===== config.mk =====
export PLATFORM = sky130hd
export DESIGN_NAME = ppm_regs
export DESIGN_NICKNAME = d
export VERILOG_FILES = /design/src/design/ppm_pkg.sv /design/src/design/ppm_bus_ctl.sv /design/src/design/ppm_regs.sv
export VERILOG_INCLUDE_DIRS = /design/src /design/src/design
export SDC_FILE = /design/constraint.sdc
export NUM_CORES = 1
export LEC_CHECK = 0
export BUFFER_PORTS_ARGS = -buffer_cell sky130_fd_sc_hd__buf_2
export CORE_ASPECT_RATIO = 0.5
export CORE_MARGIN = 1
export CORE_UTILIZATION = 40
export CTS_BUF_LIST = sky130_fd_sc_hd__clkbuf_8
export DETAILED_ROUTE_END_ITERATION = 10
export PLACE_DENSITY = 0.79
export SYNTH_ARGS = -nofsm -noshare
export SYNTH_HDL_FRONTEND = slang
export SYNTH_HIERARCHICAL = 1
export SYNTH_SLANG_ARGS = --single-unit

===== constraint.sdc =====
create_clock -name CLK -period 3 [get_ports CLK]
set_input_delay 0.3 -clock CLK [delete_from_list [all_inputs] [get_ports CLK]]
set_output_delay 0.3 -clock CLK [all_outputs]
set_load 0.01 [all_outputs]

===== src/design/ppm_params.svh =====
// Purpose: Constants for the power-state and data reporting register block
// Assumes: AXI4-Lite, 32-bit data, one aligned word per register
// Notes:   Offsets of the control/status, bridge and data words are local choices
//
// How it works
// (RULE1) Two-bit power state: 00 D0, 01 D1, 10 D2, 11 D3hot; reads current.
// (RULE2) Writing a supported value into bits 1..0 moves the function there.
// (RULE3) Unsupported state written: bus completes okay, data dropped, state kept.
// (RULE4) Software writes reserved control/status bits with their reset value.
// (RULE5) Bridge bit 7 reads 1 when secondary power/clock control is enabled.
// (RULE6) With control disabled, state writes never touch secondary power or clock.
// (RULE7) Bridge bit 6: 1 means D3hot stops clock (B2), 0 removes power (B3).
// (RULE8) The D3hot select bit only matters while the enable bit is 1.
// (RULE9) D0 and D1 take no bus action; D2 stops the secondary clock.
// (RULE10) D3hot stops clock and, for B3, removes power; D3cold adds nothing.
// (RULE11) Eight-bit read-only data register resets to 00 and follows data select.
// (RULE12) Data value is interpreted with the scale field of control/status.
// (RULE13) Data register reports state-dependent figures such as power or heat.
// (RULE14) Four-bit data select at bits 12..9 chooses the reported figure.
// (RULE15) Without a data register, the scale field reads 00.
// (RULE16) Bridge register ignores writes; reserved bits 5..0 read zero.
`ifndef PPM_PARAMS_SVH
`define PPM_PARAMS_SVH

// ==========================================
// Register byte addresses
`define PPM_ADDR_CTRL_STATUS  8'h00
`define PPM_ADDR_BRIDGE_EXT   8'h04
`define PPM_ADDR_DATA_REPORT  8'h08
`define PPM_ADDR_W            8

// ==========================================
// Field positions
`define PPM_PS_LSB            0
`define PPM_PS_MSB            1
`define PPM_SEL_LSB           9
`define PPM_SEL_MSB           12
`define PPM_SCALE_LSB         13
`define PPM_SCALE_MSB         14
`define PPM_BSE_EN_BIT        7
`define PPM_BSE_SEL_BIT       6

// ==========================================
// Reset values
`define PPM_PS_RESET          2'h0
`define PPM_SEL_RESET         4'h0
`define PPM_DATA_RESET        8'h00
`define PPM_SUPPORT_ALL       4'hF

// ==========================================
// Bus responses
`define PPM_RESP_OKAY         2'h0
`define PPM_RESP_SLVERR       2'h2

`endif


===== src/design/ppm_pkg.sv =====
// Purpose: Types for the power-state and data reporting block
// Assumes: Used with ppm_params.svh
// Notes:   No constants here, only types
package ppm_pkg;

    typedef enum logic [1:0] {
        PPM_D0    = 2'h0,
        PPM_D1    = 2'h1,
        PPM_D2    = 2'h2,
        PPM_D3HOT = 2'h3
    } ppm_pstate_t;

    typedef enum logic [1:0] {
        PPM_BS_IDLE = 2'h0,
        PPM_BS_RESP = 2'h1
    } ppm_bstate_t;

endpackage : ppm_pkg


===== src/design/ppm_bus_ctl.sv =====
// Purpose: Maps the function power state onto secondary bus clock and power
// Assumes: Same clock as the register block
// Notes:   Outputs registered; D3cold is the loss of power itself, no logic here
`timescale 1ns/100ps
`include "ppm_params.svh"

module ppm_bus_ctl (
    // Clock and reset
    input  wire logic               clk,
    input  wire logic               rst,
    // Control
    input  wire ppm_pkg::ppm_pstate_t pstate,
    input  wire logic               ctl_enable,
    input  wire logic               d3_clk_stop_sel,
    // Secondary bus
    output logic                    clk_stop,
    output logic                    pwr_off
);

    typedef struct packed {
        logic clk_stop;
        logic pwr_off;
    } ppm_bc_state_t;

    ppm_bc_state_t st_r;
    ppm_bc_state_t st_nxt;

    always_comb begin
        st_nxt = '{clk_stop: 1'b0, pwr_off: 1'b0};
        if (ctl_enable) begin // RULE6
            unique case (pstate)
                ppm_pkg::PPM_D0,
                ppm_pkg::PPM_D1: begin
                    st_nxt = '{clk_stop: 1'b0, pwr_off: 1'b0}; // RULE9
                end
                ppm_pkg::PPM_D2: begin
                    st_nxt = '{clk_stop: 1'b1, pwr_off: 1'b0}; // RULE9
                end
                ppm_pkg::PPM_D3HOT: begin
                    st_nxt.clk_stop = 1'b1; // RULE10
                    st_nxt.pwr_off  = ~d3_clk_stop_sel; // RULE7 RULE8 RULE10
                end
            endcase
        end
    end

    always_ff @(posedge clk) begin
        if (rst) begin
            st_r <= '{clk_stop: 1'b0, pwr_off: 1'b0};
        end else begin
            st_r <= st_nxt;
        end
    end

    assign clk_stop = st_r.clk_stop;
    assign pwr_off  = st_r.pwr_off;

endmodule : ppm_bus_ctl


===== src/design/ppm_regs.sv =====
// Purpose: Power-state, bridge extension and data report registers on AXI4-Lite
// Assumes: 25 MHz CLK, synchronous active-high SYS_RST; bus master holds one
//          write and one read at most
// Notes:   Figures for the data register come in on DATA_TABLE, one byte per
//          select code; scale on SCALE_TABLE, two bits per select code
`timescale 1ns/100ps
`include "ppm_params.svh"

module ppm_regs #(
    parameter bit       DATA_PRESENT   = 1'b1,
    parameter bit       BRIDGE_CTL_EN  = 1'b0,
    parameter bit       D3_CLK_STOP    = 1'b0,
    parameter bit [3:0] STATE_SUPPORT  = `PPM_SUPPORT_ALL,
    parameter int       SEL_COUNT      = 16
) (
    // Clock and reset
    input  wire logic          CLK,
    input  wire logic          SYS_RST,
    // AXI4-Lite write address
    input  wire logic [7:0]    S_AXI_AWADDR,
    input  wire logic [2:0]    S_AXI_AWPROT,
    input  wire logic          S_AXI_AWVALID,
    output logic               S_AXI_AWREADY,
    // AXI4-Lite write data
    input  wire logic [31:0]   S_AXI_WDATA,
    input  wire logic [3:0]    S_AXI_WSTRB,
    input  wire logic          S_AXI_WVALID,
    output logic               S_AXI_WREADY,
    // AXI4-Lite write response
    output logic [1:0]         S_AXI_BRESP,
    output logic               S_AXI_BVALID,
    input  wire logic          S_AXI_BREADY,
    // AXI4-Lite read address
    input  wire logic [7:0]    S_AXI_ARADDR,
    input  wire logic [2:0]    S_AXI_ARPROT,
    input  wire logic          S_AXI_ARVALID,
    output logic               S_AXI_ARREADY,
    // AXI4-Lite read data
    output logic [31:0]        S_AXI_RDATA,
    output logic [1:0]         S_AXI_RRESP,
    output logic               S_AXI_RVALID,
    input  wire logic          S_AXI_RREADY,
    // Figure tables, same clock domain
    input  wire logic [127:0]  DATA_TABLE,
    input  wire logic [31:0]   SCALE_TABLE,
    // Function and secondary bus
    output logic [1:0]         POWER_STATE,
    output logic               SEC_CLK_STOP,
    output logic               SEC_PWR_OFF
);

    // Reset lands in D0, so D0 must always be supported
    if (SEL_COUNT != 16 || !STATE_SUPPORT[0]) begin : g_bad_params
        $error("SEL_COUNT must be 16 and D0 must be supported");
    end

    // ==========================================
    // State
    typedef struct packed {
        ppm_pkg::ppm_bstate_t  wst;
        logic                  aw_got;
        logic                  w_got;
        logic [7:0]            awaddr;
        logic [31:0]           wdata;
        logic [3:0]            wstrb;
        logic                  awready;
        logic                  wready;
        logic                  bvalid;
        logic [1:0]            bresp;
        logic                  arready;
        logic                  rvalid;
        logic [31:0]           rdata;
        logic [1:0]            rresp;
        ppm_pkg::ppm_pstate_t  pstate;
        logic [3:0]            data_sel;
        logic [7:0]            data_val;
        logic [1:0]            data_scale;
    } ppm_regs_state_t;

    ppm_regs_state_t st_r;
    ppm_regs_state_t st_nxt;

    // ==========================================
    // Helpers
    function automatic logic addr_known(input logic [7:0] a);
        addr_known = (a == `PPM_ADDR_CTRL_STATUS) || (a == `PPM_ADDR_BRIDGE_EXT)
                  || (a == `PPM_ADDR_DATA_REPORT);
    endfunction : addr_known

    function automatic logic [7:0] pick_data(input logic [3:0] sel,
                                             input logic [127:0] tbl);
        pick_data = tbl[{sel, 3'h0} +: 8];
    endfunction : pick_data

    function automatic logic [1:0] pick_scale(input logic [3:0] sel,
                                              input logic [31:0] tbl);
        pick_scale = tbl[{sel, 1'h0} +: 2];
    endfunction : pick_scale

    logic [7:0] bridge_ext;
    logic [31:0] ctrl_word;

    always_comb begin
        // Read-only constant; writes never reach it
        bridge_ext = 8'h00; // RULE16
        bridge_ext[`PPM_BSE_EN_BIT]  = BRIDGE_CTL_EN; // RULE5
        bridge_ext[`PPM_BSE_SEL_BIT] = D3_CLK_STOP; // RULE7
        ctrl_word = 32'h0000_0000;
        ctrl_word[`PPM_PS_MSB:`PPM_PS_LSB] = st_r.pstate; // RULE1
        if (DATA_PRESENT) begin
            ctrl_word[`PPM_SEL_MSB:`PPM_SEL_LSB]     = st_r.data_sel; // RULE14
            ctrl_word[`PPM_SCALE_MSB:`PPM_SCALE_LSB] = st_r.data_scale; // RULE12
        end
        // Scale field stays zero without a data register
    end

    // ==========================================
    // Next state
    always_comb begin
        logic [1:0] new_ps;
        logic       do_write;
        new_ps   = 2'h0;
        do_write = 1'b0;
        st_nxt = st_r;
        st_nxt.awready = 1'b0;
        st_nxt.wready  = 1'b0;
        st_nxt.arready = 1'b0;

        // Figures follow the current select every cycle
        if (DATA_PRESENT) begin
            st_nxt.data_val   = pick_data(st_r.data_sel, DATA_TABLE); // RULE11 RULE13
            st_nxt.data_scale = pick_scale(st_r.data_sel, SCALE_TABLE); // RULE12
        end else begin
            st_nxt.data_val   = `PPM_DATA_RESET;
            st_nxt.data_scale = 2'h0; // RULE15
        end

        unique case (st_r.wst)
            ppm_pkg::PPM_BS_IDLE: begin
                // Address and data may arrive in either order
                if (S_AXI_AWVALID && st_r.awready) begin
                    st_nxt.aw_got = 1'b1;
                    st_nxt.awaddr = S_AXI_AWADDR;
                end else if (!st_r.aw_got && !st_r.awready) begin
                    st_nxt.awready = 1'b1;
                end
                if (S_AXI_WVALID && st_r.wready) begin
                    st_nxt.w_got = 1'b1;
                    st_nxt.wdata = S_AXI_WDATA;
                    st_nxt.wstrb = S_AXI_WSTRB;
                end else if (!st_r.w_got && !st_r.wready) begin
                    st_nxt.wready = 1'b1;
                end
                if (st_r.aw_got && st_r.w_got) begin
                    do_write = 1'b1;
                    st_nxt.aw_got = 1'b0;
                    st_nxt.w_got  = 1'b0;
                    st_nxt.bvalid = 1'b1;
                    // Unsupported state still answers OKAY
                    st_nxt.bresp  = addr_known(st_r.awaddr) ? `PPM_RESP_OKAY
                                                            : `PPM_RESP_SLVERR; // RULE3
                    st_nxt.wst    = ppm_pkg::PPM_BS_RESP;
                end
            end
            ppm_pkg::PPM_BS_RESP: begin
                if (S_AXI_BREADY) begin
                    st_nxt.bvalid = 1'b0;
                    st_nxt.wst    = ppm_pkg::PPM_BS_IDLE;
                end
            end
            default: begin
                st_nxt.wst = ppm_pkg::PPM_BS_IDLE;
            end
        endcase

        // Only the control/status word is writable; reserved bits are dropped
        if (do_write && st_r.awaddr == `PPM_ADDR_CTRL_STATUS) begin // RULE4
            if (st_r.wstrb[0]) begin
                new_ps = st_r.wdata[`PPM_PS_MSB:`PPM_PS_LSB];
                if (STATE_SUPPORT[new_ps]) begin // RULE3
                    st_nxt.pstate = ppm_pkg::ppm_pstate_t'(new_ps); // RULE2
                end
            end
            // Select bits 12..9 all sit in byte lane 1
            if (DATA_PRESENT && st_r.wstrb[1]) begin
                st_nxt.data_sel = st_r.wdata[`PPM_SEL_MSB:`PPM_SEL_LSB]; // RULE14
            end
        end

        // Read channel
        if (st_r.rvalid) begin
            if (S_AXI_RREADY) begin
                st_nxt.rvalid = 1'b0;
            end
        end else if (S_AXI_ARVALID && st_r.arready) begin
            st_nxt.rvalid = 1'b1;
            st_nxt.rresp  = `PPM_RESP_OKAY;
            if (S_AXI_ARADDR == `PPM_ADDR_CTRL_STATUS) begin
                st_nxt.rdata = ctrl_word; // RULE1
            end else if (S_AXI_ARADDR == `PPM_ADDR_BRIDGE_EXT) begin
                st_nxt.rdata = {24'h000000, bridge_ext}; // RULE16
            end else if (S_AXI_ARADDR == `PPM_ADDR_DATA_REPORT) begin
                st_nxt.rdata = {24'h000000, st_r.data_val}; // RULE11
            end else begin
                st_nxt.rdata = 32'h0000_0000;
                st_nxt.rresp = `PPM_RESP_SLVERR;
            end
        end else if (!st_r.arready) begin
            st_nxt.arready = 1'b1;
        end
    end

    // ==========================================
    // Registers
    always_ff @(posedge CLK) begin
        if (SYS_RST) begin
            st_r <= '{wst: ppm_pkg::PPM_BS_IDLE, pstate: ppm_pkg::PPM_D0,
                      data_sel: `PPM_SEL_RESET, data_val: `PPM_DATA_RESET,
                      default: '0};
        end else begin
            st_r <= st_nxt;
        end
    end

    assign S_AXI_AWREADY = st_r.awready;
    assign S_AXI_WREADY  = st_r.wready;
    assign S_AXI_BVALID  = st_r.bvalid;
    assign S_AXI_BRESP   = st_r.bresp;
    assign S_AXI_ARREADY = st_r.arready;
    assign S_AXI_RVALID  = st_r.rvalid;
    assign S_AXI_RDATA   = st_r.rdata;
    assign S_AXI_RRESP   = st_r.rresp;
    assign POWER_STATE   = st_r.pstate;

    // ==========================================
    // Secondary bus control
    ppm_bus_ctl u_bus_ctl (
        .clk             (CLK),
        .rst             (SYS_RST),
        .pstate          (st_r.pstate),
        .ctl_enable      (BRIDGE_CTL_EN), // RULE6 RULE8
        .d3_clk_stop_sel (D3_CLK_STOP),
        .clk_stop        (SEC_CLK_STOP),
        .pwr_off         (SEC_PWR_OFF)
    );

endmodule : ppm_regs


Word level (Yosys, flattened, before mapping)
Index checks and enable logic that the tools add are counted.
{"block": "totals", "reg_bits": 84, "latchBits": 0, "ram_bits": 0, "romBits": 0, "input_bits": 225, "out_inout_bits": 45, "memories": 0}
{"block": "classes", "n_addsub": 0, "multipliers": 0, "div": 0, "n_lt_le_gt_ge": 1, "eq_ne": 7, "n_shift": 2, "mux": 25, "bitwise_logic": 2, "n_reduce_logical": 32}
{"cell": "128-bit by 8-bit indexed part select with 8-bit output", "count": 1}
{"cell": "35-bit two-way mux", "count": 1}
{"cell": "32-bit by 6-bit indexed part select with 2-bit output", "count": 1}
{"cell": "8-bit by 3-bit equality test with 1-bit output, second input constant", "count": 2}
{"cell": "8-bit by 4-bit equality test with 1-bit output, second input constant", "count": 2}
{"cell": "8-bit logical NOT", "count": 2}
{"cell": "8-bit two-way mux", "count": 2}
{"cell": "2-bit AND reduction", "count": 8}
{"cell": "15-bit two-way mux", "count": 1}
{"cell": "1-bit two-way mux", "count": 11}
{"cell": "2-bit two-way mux", "count": 5}
{"cell": "3-bit OR reduction", "count": 3}
{"cell": "1-bit logical AND", "count": 7}
{"cell": "3-bit AND reduction", "count": 2}
{"cell": "2-bit nonzero test", "count": 3}
{"cell": "1-bit logical NOT", "count": 4}
{"cell": "4-bit two-way mux", "count": 1}
{"cell": "2-bit inequality test, second input constant", "count": 2}
{"cell": "2-bit case mux with 2 select lines", "count": 1}
{"cell": "2-bit by 3-bit less-than comparator with 1-bit output, second input constant", "count": 1}
{"cell": "3-bit two-way mux", "count": 1}
{"cell": "1-bit binary-select mux with 2-bit select", "count": 1}
{"cell": "2-bit by 1-bit equality test with 1-bit output, second input constant", "count": 1}
{"cell": "2-bit logical NOT", "count": 1}
{"cell": "3 further kinds", "count": 5}

Longest topological paths before layout
Gate-level depths: netlist (run 1).
{"block": "depth", "word_depth": 6, "ltp_mapped": 7, "depth_no_buf": 4}

By module
Netlist (run 1), hierarchy kept.
{"mod": "ppm_regs", "instances": 1, "cells_per_inst": 391, "area_per_inst_um2": 3601.0}
{"mod": "ppm_bus_ctl", "instances": 1, "cells_per_inst": 4, "area_per_inst_um2": 58.8}

Worst setup path after synthesis (run 1)
Ideal clock, no wire load.
{"block": "synth_timing", "path_kind": "input to register", "startpoint": "input port S_AXI_ARADDR[1]", "endpoint": "register st_r (netlist bit S_AXI_RDATA[10])", "arrival_ns": 1.486, "required_ns": 2.940, "setup_slack_ns": 1.455, "stages": 4, "n_path_buf": 0, "path_cell_list": "or4_4 nor3_4 nor4b_4 a22o_1"}
{"block": "synth_via", "elab_chain_len": 2}
{"element": "start, declared", "line": "ppm_regs.sv:34", "text": "input wire logic [7:0] S_AXI_ARADDR,"}
{"element": "8-bit logical NOT (no source line)"}
{"element": "15-bit two-way mux", "line": "ppm_regs.sv:198", "text": "if (S_AXI_ARADDR == `PPM_ADDR_CTRL_STATUS) begin"}
{"element": "end signal, assigned", "line": "ppm_regs.sv:217", "text": "st_r <= '{wst: ppm_pkg::PPM_BS_IDLE, pstate: ppm_pkg::PPM_D0,"}
{"element": "end signal, assigned", "line": "ppm_regs.sv:221", "text": "st_r <= st_nxt;"}
{"element": "end, declared", "line": "ppm_regs.sv:80", "text": "ppm_regs_state_t st_r;"}
No other way between the ends.
A chain may end at the register's enable or synchronous reset.

Worst setup path in the final report (run 1)
{"block": "layout_timing", "startpoint": "register st_r (netlist bit ctrl_word[11])", "endpoint": "register st_r[4] (netlist bit)"}
{"block": "layout_via", "elab_chain_len": 1}
{"element": "128-bit by 8-bit indexed part select with 8-bit output", "line": "ppm_regs.sv:92", "text": "pick_data = tbl[{sel, 3'h0} +: 8];"}
No other way between the ends.

==> flow_summary.ini, run 1 <==
[routing]
wirelength_mm = 10.1
first_iter_violations = 177
vias_per_cell = 5.02
drc = 0
ant_nets = 0
drt_first_pass_iters = 5
vias = 3529
wire_per_inst_um = 14.4

[clocking]
clock_path_buffers = 2
clkLatencyLatePin_ns = 0.33
clock_sinks = 58
clkSlewWorstSetupHoldPaths_ns = 0.06
cts_root_buf = clkbuf_8
cts_inserted_buffers = 9
htreeDepth = 3
postCtsResizedCells = 0
cts_tree = built
hold_buffers = 0
post_cts_buffers = 0

[worst_hold_path]
min-delay-start = S_AXI_BREADY
hold_path.class = in -> reg
hold_path_end = S_AXI_BVALID$_SDFFE_PP0P_
holdPathStages = 2

[sta]
setup_tns_ns = 0
slew_viol_final = 0
min_period_ns = 1.83
max-slew-margin-rel_pct = 40.2
fmax_ghz = 0.548
worst_slack_ns = 1.17
period_share_pct = 60.9
rsz0062_at_grt = false
setup_violations = 0
skew_ns = 0.00513
hold_viol = 0
worst_pin_slew_ns = 0.895

[floorplanning]
start_util_pct = 41.6
fp-row-count = 24
die_h_um = 69.6
fp.coreArea_um2 = 8800
die_w_um = 137
io_pins = 270
die_area_um2 = 9560

[global_routing]
grt_first_pass_wirelength_mm = 15.6
grt_antenna_before_repair = 0
grt_usage_pct = 21.2
overflow = 0
grt_pass1_vias = 3302
grt_max_degree = 59

[yosys]
yosysMostFrequentCell = mux2i_1
yosys_warnings = 6
synth_top_flop_cell = dfxtp_1
synth-seq-cells = 58
yosys.area.top_type = dfxtp_1
synth.distinct_cells = 33
synthCells = 395
synth_edf_count = 0
yosys-top-cells-area = dfxtp_1, mux2i_1, buf_4
syn_area_per_cell_um2 = 9.27
async_flop_share_pct = 0
synth_commonest_cells = mux2i_1, dfxtp_1, buf_4
synth_area_um2 = 3660
yosys.area.top_type_share_pct = 31.7
yosysSeqAreaShare_pct = 31.7

[worst_setup_path]
worstReg2RegEnd = st_r[4]$_SDFF_PP0_
startpoint_type = flip-flop
worst_r2r_path_depth = 4
critPathRequiredTime_ns = 3.21
crit_fanout = 15
crit_start = ctrl_word[11]$_SDFFE_PP0P_
endpoint_kind = flip-flop
r2r_setup_slack_ns = 1.17
cp.arrival_ns = 2.04
r2r_start = ctrl_word[11]$_SDFFE_PP0P_
path_class = reg -> reg

[finish]
multiInputGateArea_um2 = 2140
regArea_um2 = 1160
final_layout_size_suffix_gt1_share_pct = 42.5
area_growth_pct = 30.9
layout.nets = 806
num-fill-cells = 816
finalInstanceArea_um2 = 4790
diodes = 0

[placement]
numPortBuffers = 215
dp_hpwl_mm = 8.06
preCtsSetupSlack_ns = 1.09
gp_congestion = 0.788
placed_area_um2 = 4580

[power_and_ir_drop]
powerDensity_nw_per_um2 = 380
power.leakage_uw = 0.00219
peakVddDrop_mv = 0.307

[run]
maxCapViolCount = 0

[run_status]
status = completed
flip-flops by register name, indices dropped and copies added, names as in the netlist:
signal and cells:
S_AXI_BVALID 1, S_AXI_WREADY 1, S_AXI_RDATA 14, ctrl_word 6, S_AXI_RVALID 1, POWER_STATE 2, S_AXI_AWREADY 1, S_AXI_RRESP 1
S_AXI_ARREADY 1, u_bus_ctl/clk_stop 1, u_bus_ctl/pwr_off 1, S_AXI_BRESP 1, st_r 27
layout make-up:
| class | count | share of cell area (%) |
|---|---|---|
| Sequential cell | 58 | 24.3 |
| Clock buffer | 12 | 3.45 |
| Clock inverter | 4 | 0.888 |
| Multi-Input combinational cell | 288 | 44.6 |
| Timing Repair Buffer | 219 | 23.3 |
| Tap cell | 117 | 3.05 |
| Inverter | 5 | 0.392 |
routing by layer:
layer	track usage, %	vias to the layer above	share of wire, %
met4	5.49	0	1.1
met1	26.4	1631	45
met3	5.63	15	5.4
met2	36.3	128	49
met5	0	-	0
li1	-	1755	-
layout by cell type (no fill, tap or decap), types with 2 or more instances in the layout:
cell	netlist	routed
a211oi_1	7	7
a21oi_1	18	18
a22o_1	6	6
a22oi_1	31	31
and3b_1	2	2
buf_2	8	215
buf_4	45	3
clkbuf_8	0	12
conb_1	1	22
dfxtp_1	58	57
inv_1	5	7
mux2_1	2	2
mux2i_1	78	78
mux4_2	9	9
nand2_1	20	20
nand2b_1	8	8
nand3_1	32	32
nand3b_1	3	3
nand4_1	2	2
nor2_1	26	26
nor2b_1	3	3
nor4_1	3	3
o21ai_0	5	5
o21ai_1	2	2
kinds of logic after synthesis:
| logic type | share of synthesized area [%] |
|---|---|
| and+or+nand+nor | 16.0 |
| muxes | 27.5 |
| buffers and inverters | 12.1 |
| AOI/OAI and AO/OA | 12.6 |
| DFF | 31.7 |
| other | 0.102 |
power by group:
group	internal, uW	switching (uW)
Sequential	797	15.9
Combinational	150	127
Clock	444	286
worst max-delay path, stage by stage (launching register included):
cell and delay (ns):
dfxtp_1 0.74, and2_1 0.53, a22oi_1 0.18, nand3_1 0.14
nand2_1 0.10
per-stage QoR:
step                power [uW]  utilization [%]  instances  hold slack (ns)
floorplan                  976                -        416            0.399
global placement          1100             52.1        687            0.424
detailed placement        1110             52.1        687            0.432
CTS                       1840             54.5        703            0.149
global route              1910             54.5        703            0.156
finish                    1820             54.5        703            0.171
how the worst max path moves through the flow:
stage,endpoint,slack (ns),depth (start not counted)
final,st_r[4]$_SDFF_PP0_,1.17,4
after global routing,S_AXI_RDATA[4]$_SDFFE_PP0P_,1.03,4
after CTS,S_AXI_RDATA[5]$_SDFFE_PP0P_,1.18,4
after detailed placement,st_r[6]$_SDFF_PP0_,1.09,4
after global placement,st_r[8]$_SDFF_PP0_,1.09,4
after floorplan,S_AXI_RDATA[10]$_SDFFE_PP0P_,1.45,4
No activity file was read; power rests on OpenSTA's default activity.
==> inputs of run 2 (changes only) <==
- clock period: 3 -> 1.9 ns (I/O delays scaled with it)
==> run 2 against run 1 <==
Count of clock-buffer cells in the layout fell by 3; non-clock buffer count rose by 12; sequential share of layout area decreased by 0.23 points; sequential power grew 59%; cell area up 0.94%; clock skew up 0.0019 ns; worst hold slack worse by 0.11 ns; critical endpoint unchanged; critical path type unchanged; die area unchanged; highest routed layer unchanged; combinational power increased by 61%.
==> flow_summary.ini, run 2 (synthesis results as in run 1) <==
[power_and_ir_drop]
switching_power_uw = 694
switching_share_pct = 26.3
p_seq_share_pct = 48.7
powerDensity_nw_per_um2 = 546
p_int_uw = 1950
combPwrFrac_pct = 16.9
peakVddDrop_mv = 0.512
clkPwrFrac_pct = 34.4
power.leakage_uw = 0.00223

[finish]
stdcell_count = 713
finalInstanceArea_um2 = 4840
diodes = 0
top_register = st_r
final_layout_size_suffix_gt1_share_pct = 43.6
regArea_um2 = 1160
num-fill-cells = 812
area_growth_pct = 32.2
layout.nets = 818
fin_util_pct = 55.0
final_common_cell = buf_2
largest_register_ffs = 27
multiInputGateArea_um2 = 2140
final_cell_mix = buf_2, mux2i_1, dfxtp_1

[worst_setup_path]
r2r_setup_slack_ns = 0.20
crit_fanout = 20
r2r_start = ctrl_word[9]$_SDFFE_PP0P_
path_class = reg -> reg
startpoint_type = flip-flop
critPathRequiredTime_ns = 2.13
worstReg2RegEnd = st_r[4]$_SDFF_PP0_
crit_start = ctrl_word[9]$_SDFFE_PP0P_
endpoint_kind = flip-flop
worst_r2r_path_depth = 6
endpoint = st_r[4]$_SDFF_PP0_
cp.arrival_ns = 1.94

[routing]
vias_per_cell = 5.05
vias = 3603
first_iter_violations = 166
drc = 0
wirelength_mm = 10.5
wire_per_inst_um = 14.7
drt_first_pass_iters = 4
ant_nets = 0

[sta]
min_period_ns = 1.70
skew_ns = 0.00700
period_share_pct = 89.6
slew_viol_final = 0
rsz0062_at_grt = false
worst_pin_slew_ns = 0.896
hold_viol = 0
setup_tns_ns = 0
worst_slack_ns = 0.197
max-slew-margin-rel_pct = 40.1
setup_violations = 0
fmax_ghz = 0.587

[clocking]
cts_root_buf = clkbuf_8
htreeDepth = 3
clock_sinks = 58
clkLatencyLatePin_ns = 0.34
clkSlewWorstSetupHoldPaths_ns = 0.07
post_cts_buffers = 0
cts_tree = built
cts_inserted_buffers = 9
hold_buffers = 0
postCtsResizedCells = 0
clock_path_buffers = 2

[global_routing]
grt_pass1_vias = 3433
grt_max_degree = 24
grt_usage_pct = 22.3
grt_antenna_before_repair = 0
grt_first_pass_wirelength_mm = 16.4
overflow = 0

[worst_hold_path]
hold_path.class = in -> reg

[floorplanning]
fp.coreArea_um2 = 8800
die_w_um = 137
die_h_um = 69.6
die_area_um2 = 9560
start_util_pct = 41.6
fp-row-count = 24
io_pins = 270

[placement]
gp_congestion = 0.789
preCtsSetupSlack_ns = 0.220
numPortBuffers = 215
dp_hpwl_mm = 8.44
dpl.cell_count = 699
placed_area_um2 = 4690

[run]
maxCapViolCount = 0

[run_status]
status = completed
## run 2: final cells by class
cell class / instances / area share, %
multi-input cells: 288 / 44.2
repair buffers: 231 / 25.2
flip-flops and latches: 58 / 24.1
well taps: 117 / 3.03
clock buffers: 9 / 2.56
clock inverters: 5 / 0.543
inverters: 5 / 0.388
## run 2: how the worst min path moves through the flow
stage | from | end | depth (start not counted)
6_report | S_AXI_BREADY | S_AXI_BVALID$_SDFFE_PP0P_ | 2
5_1_grt | S_AXI_BREADY | S_AXI_BVALID$_SDFFE_PP0P_ | 2
4_1_cts | S_AXI_BREADY | S_AXI_BVALID$_SDFFE_PP0P_ | 2
3_5_place_dp | S_AXI_BREADY | S_AXI_BVALID$_SDFFE_PP0P_ | 2
3_3_place_gp | S_AXI_BREADY | S_AXI_BVALID$_SDFFE_PP0P_ | 2
2_1_floorplan | S_AXI_BREADY | S_AXI_BVALID$_SDFFE_PP0P_ | 1
## run 2: worst max-delay path, cell delays in order (launching register included)
cell and delay, ns:
dfxtp_4 0.59, buf_12 0.21, buf_12 0.18, mux2i_1 0.29
a22oi_1 0.13, nand3_1 0.12, nand2_1 0.06
## run 2: metal layers
| metal | track usage [%] | vias to the layer above | wire, um | share of wire (%) |
|---|---|---|---|---|
| li1 | - | 1776 | - | - |
| met1 | 27.5 | 1673 | 4570 | 44 |
| met2 | 38.8 | 139 | 5150 | 49 |
| met3 | 4.75 | 15 | 617 | 5.9 |
| met4 | 6.47 | 0 | 163 | 1.6 |
| met5 | 0 | - | 0 | 0 |
## run 2: power by group through the flow
stage / logic [uW] / clock network, uW / registers [uW]
global route: 493 / 980 / 1290
CTS: 447 / 935 / 1280
global placement: 432 / 0 / 1310
detailed placement: 445 / 0 / 1310
finish: 447 / 907 / 1290
floorplan: 232 / 0 / 1310
## run 2: per-stage QoR
stage,hold WS (ns),power [uW]
final,0.0652,2640
after global routing,0.0576,2760
after CTS,0.0529,2670
after detailed placement,0.412,1760
after global placement,0.392,1740
after floorplan,0.289,1540
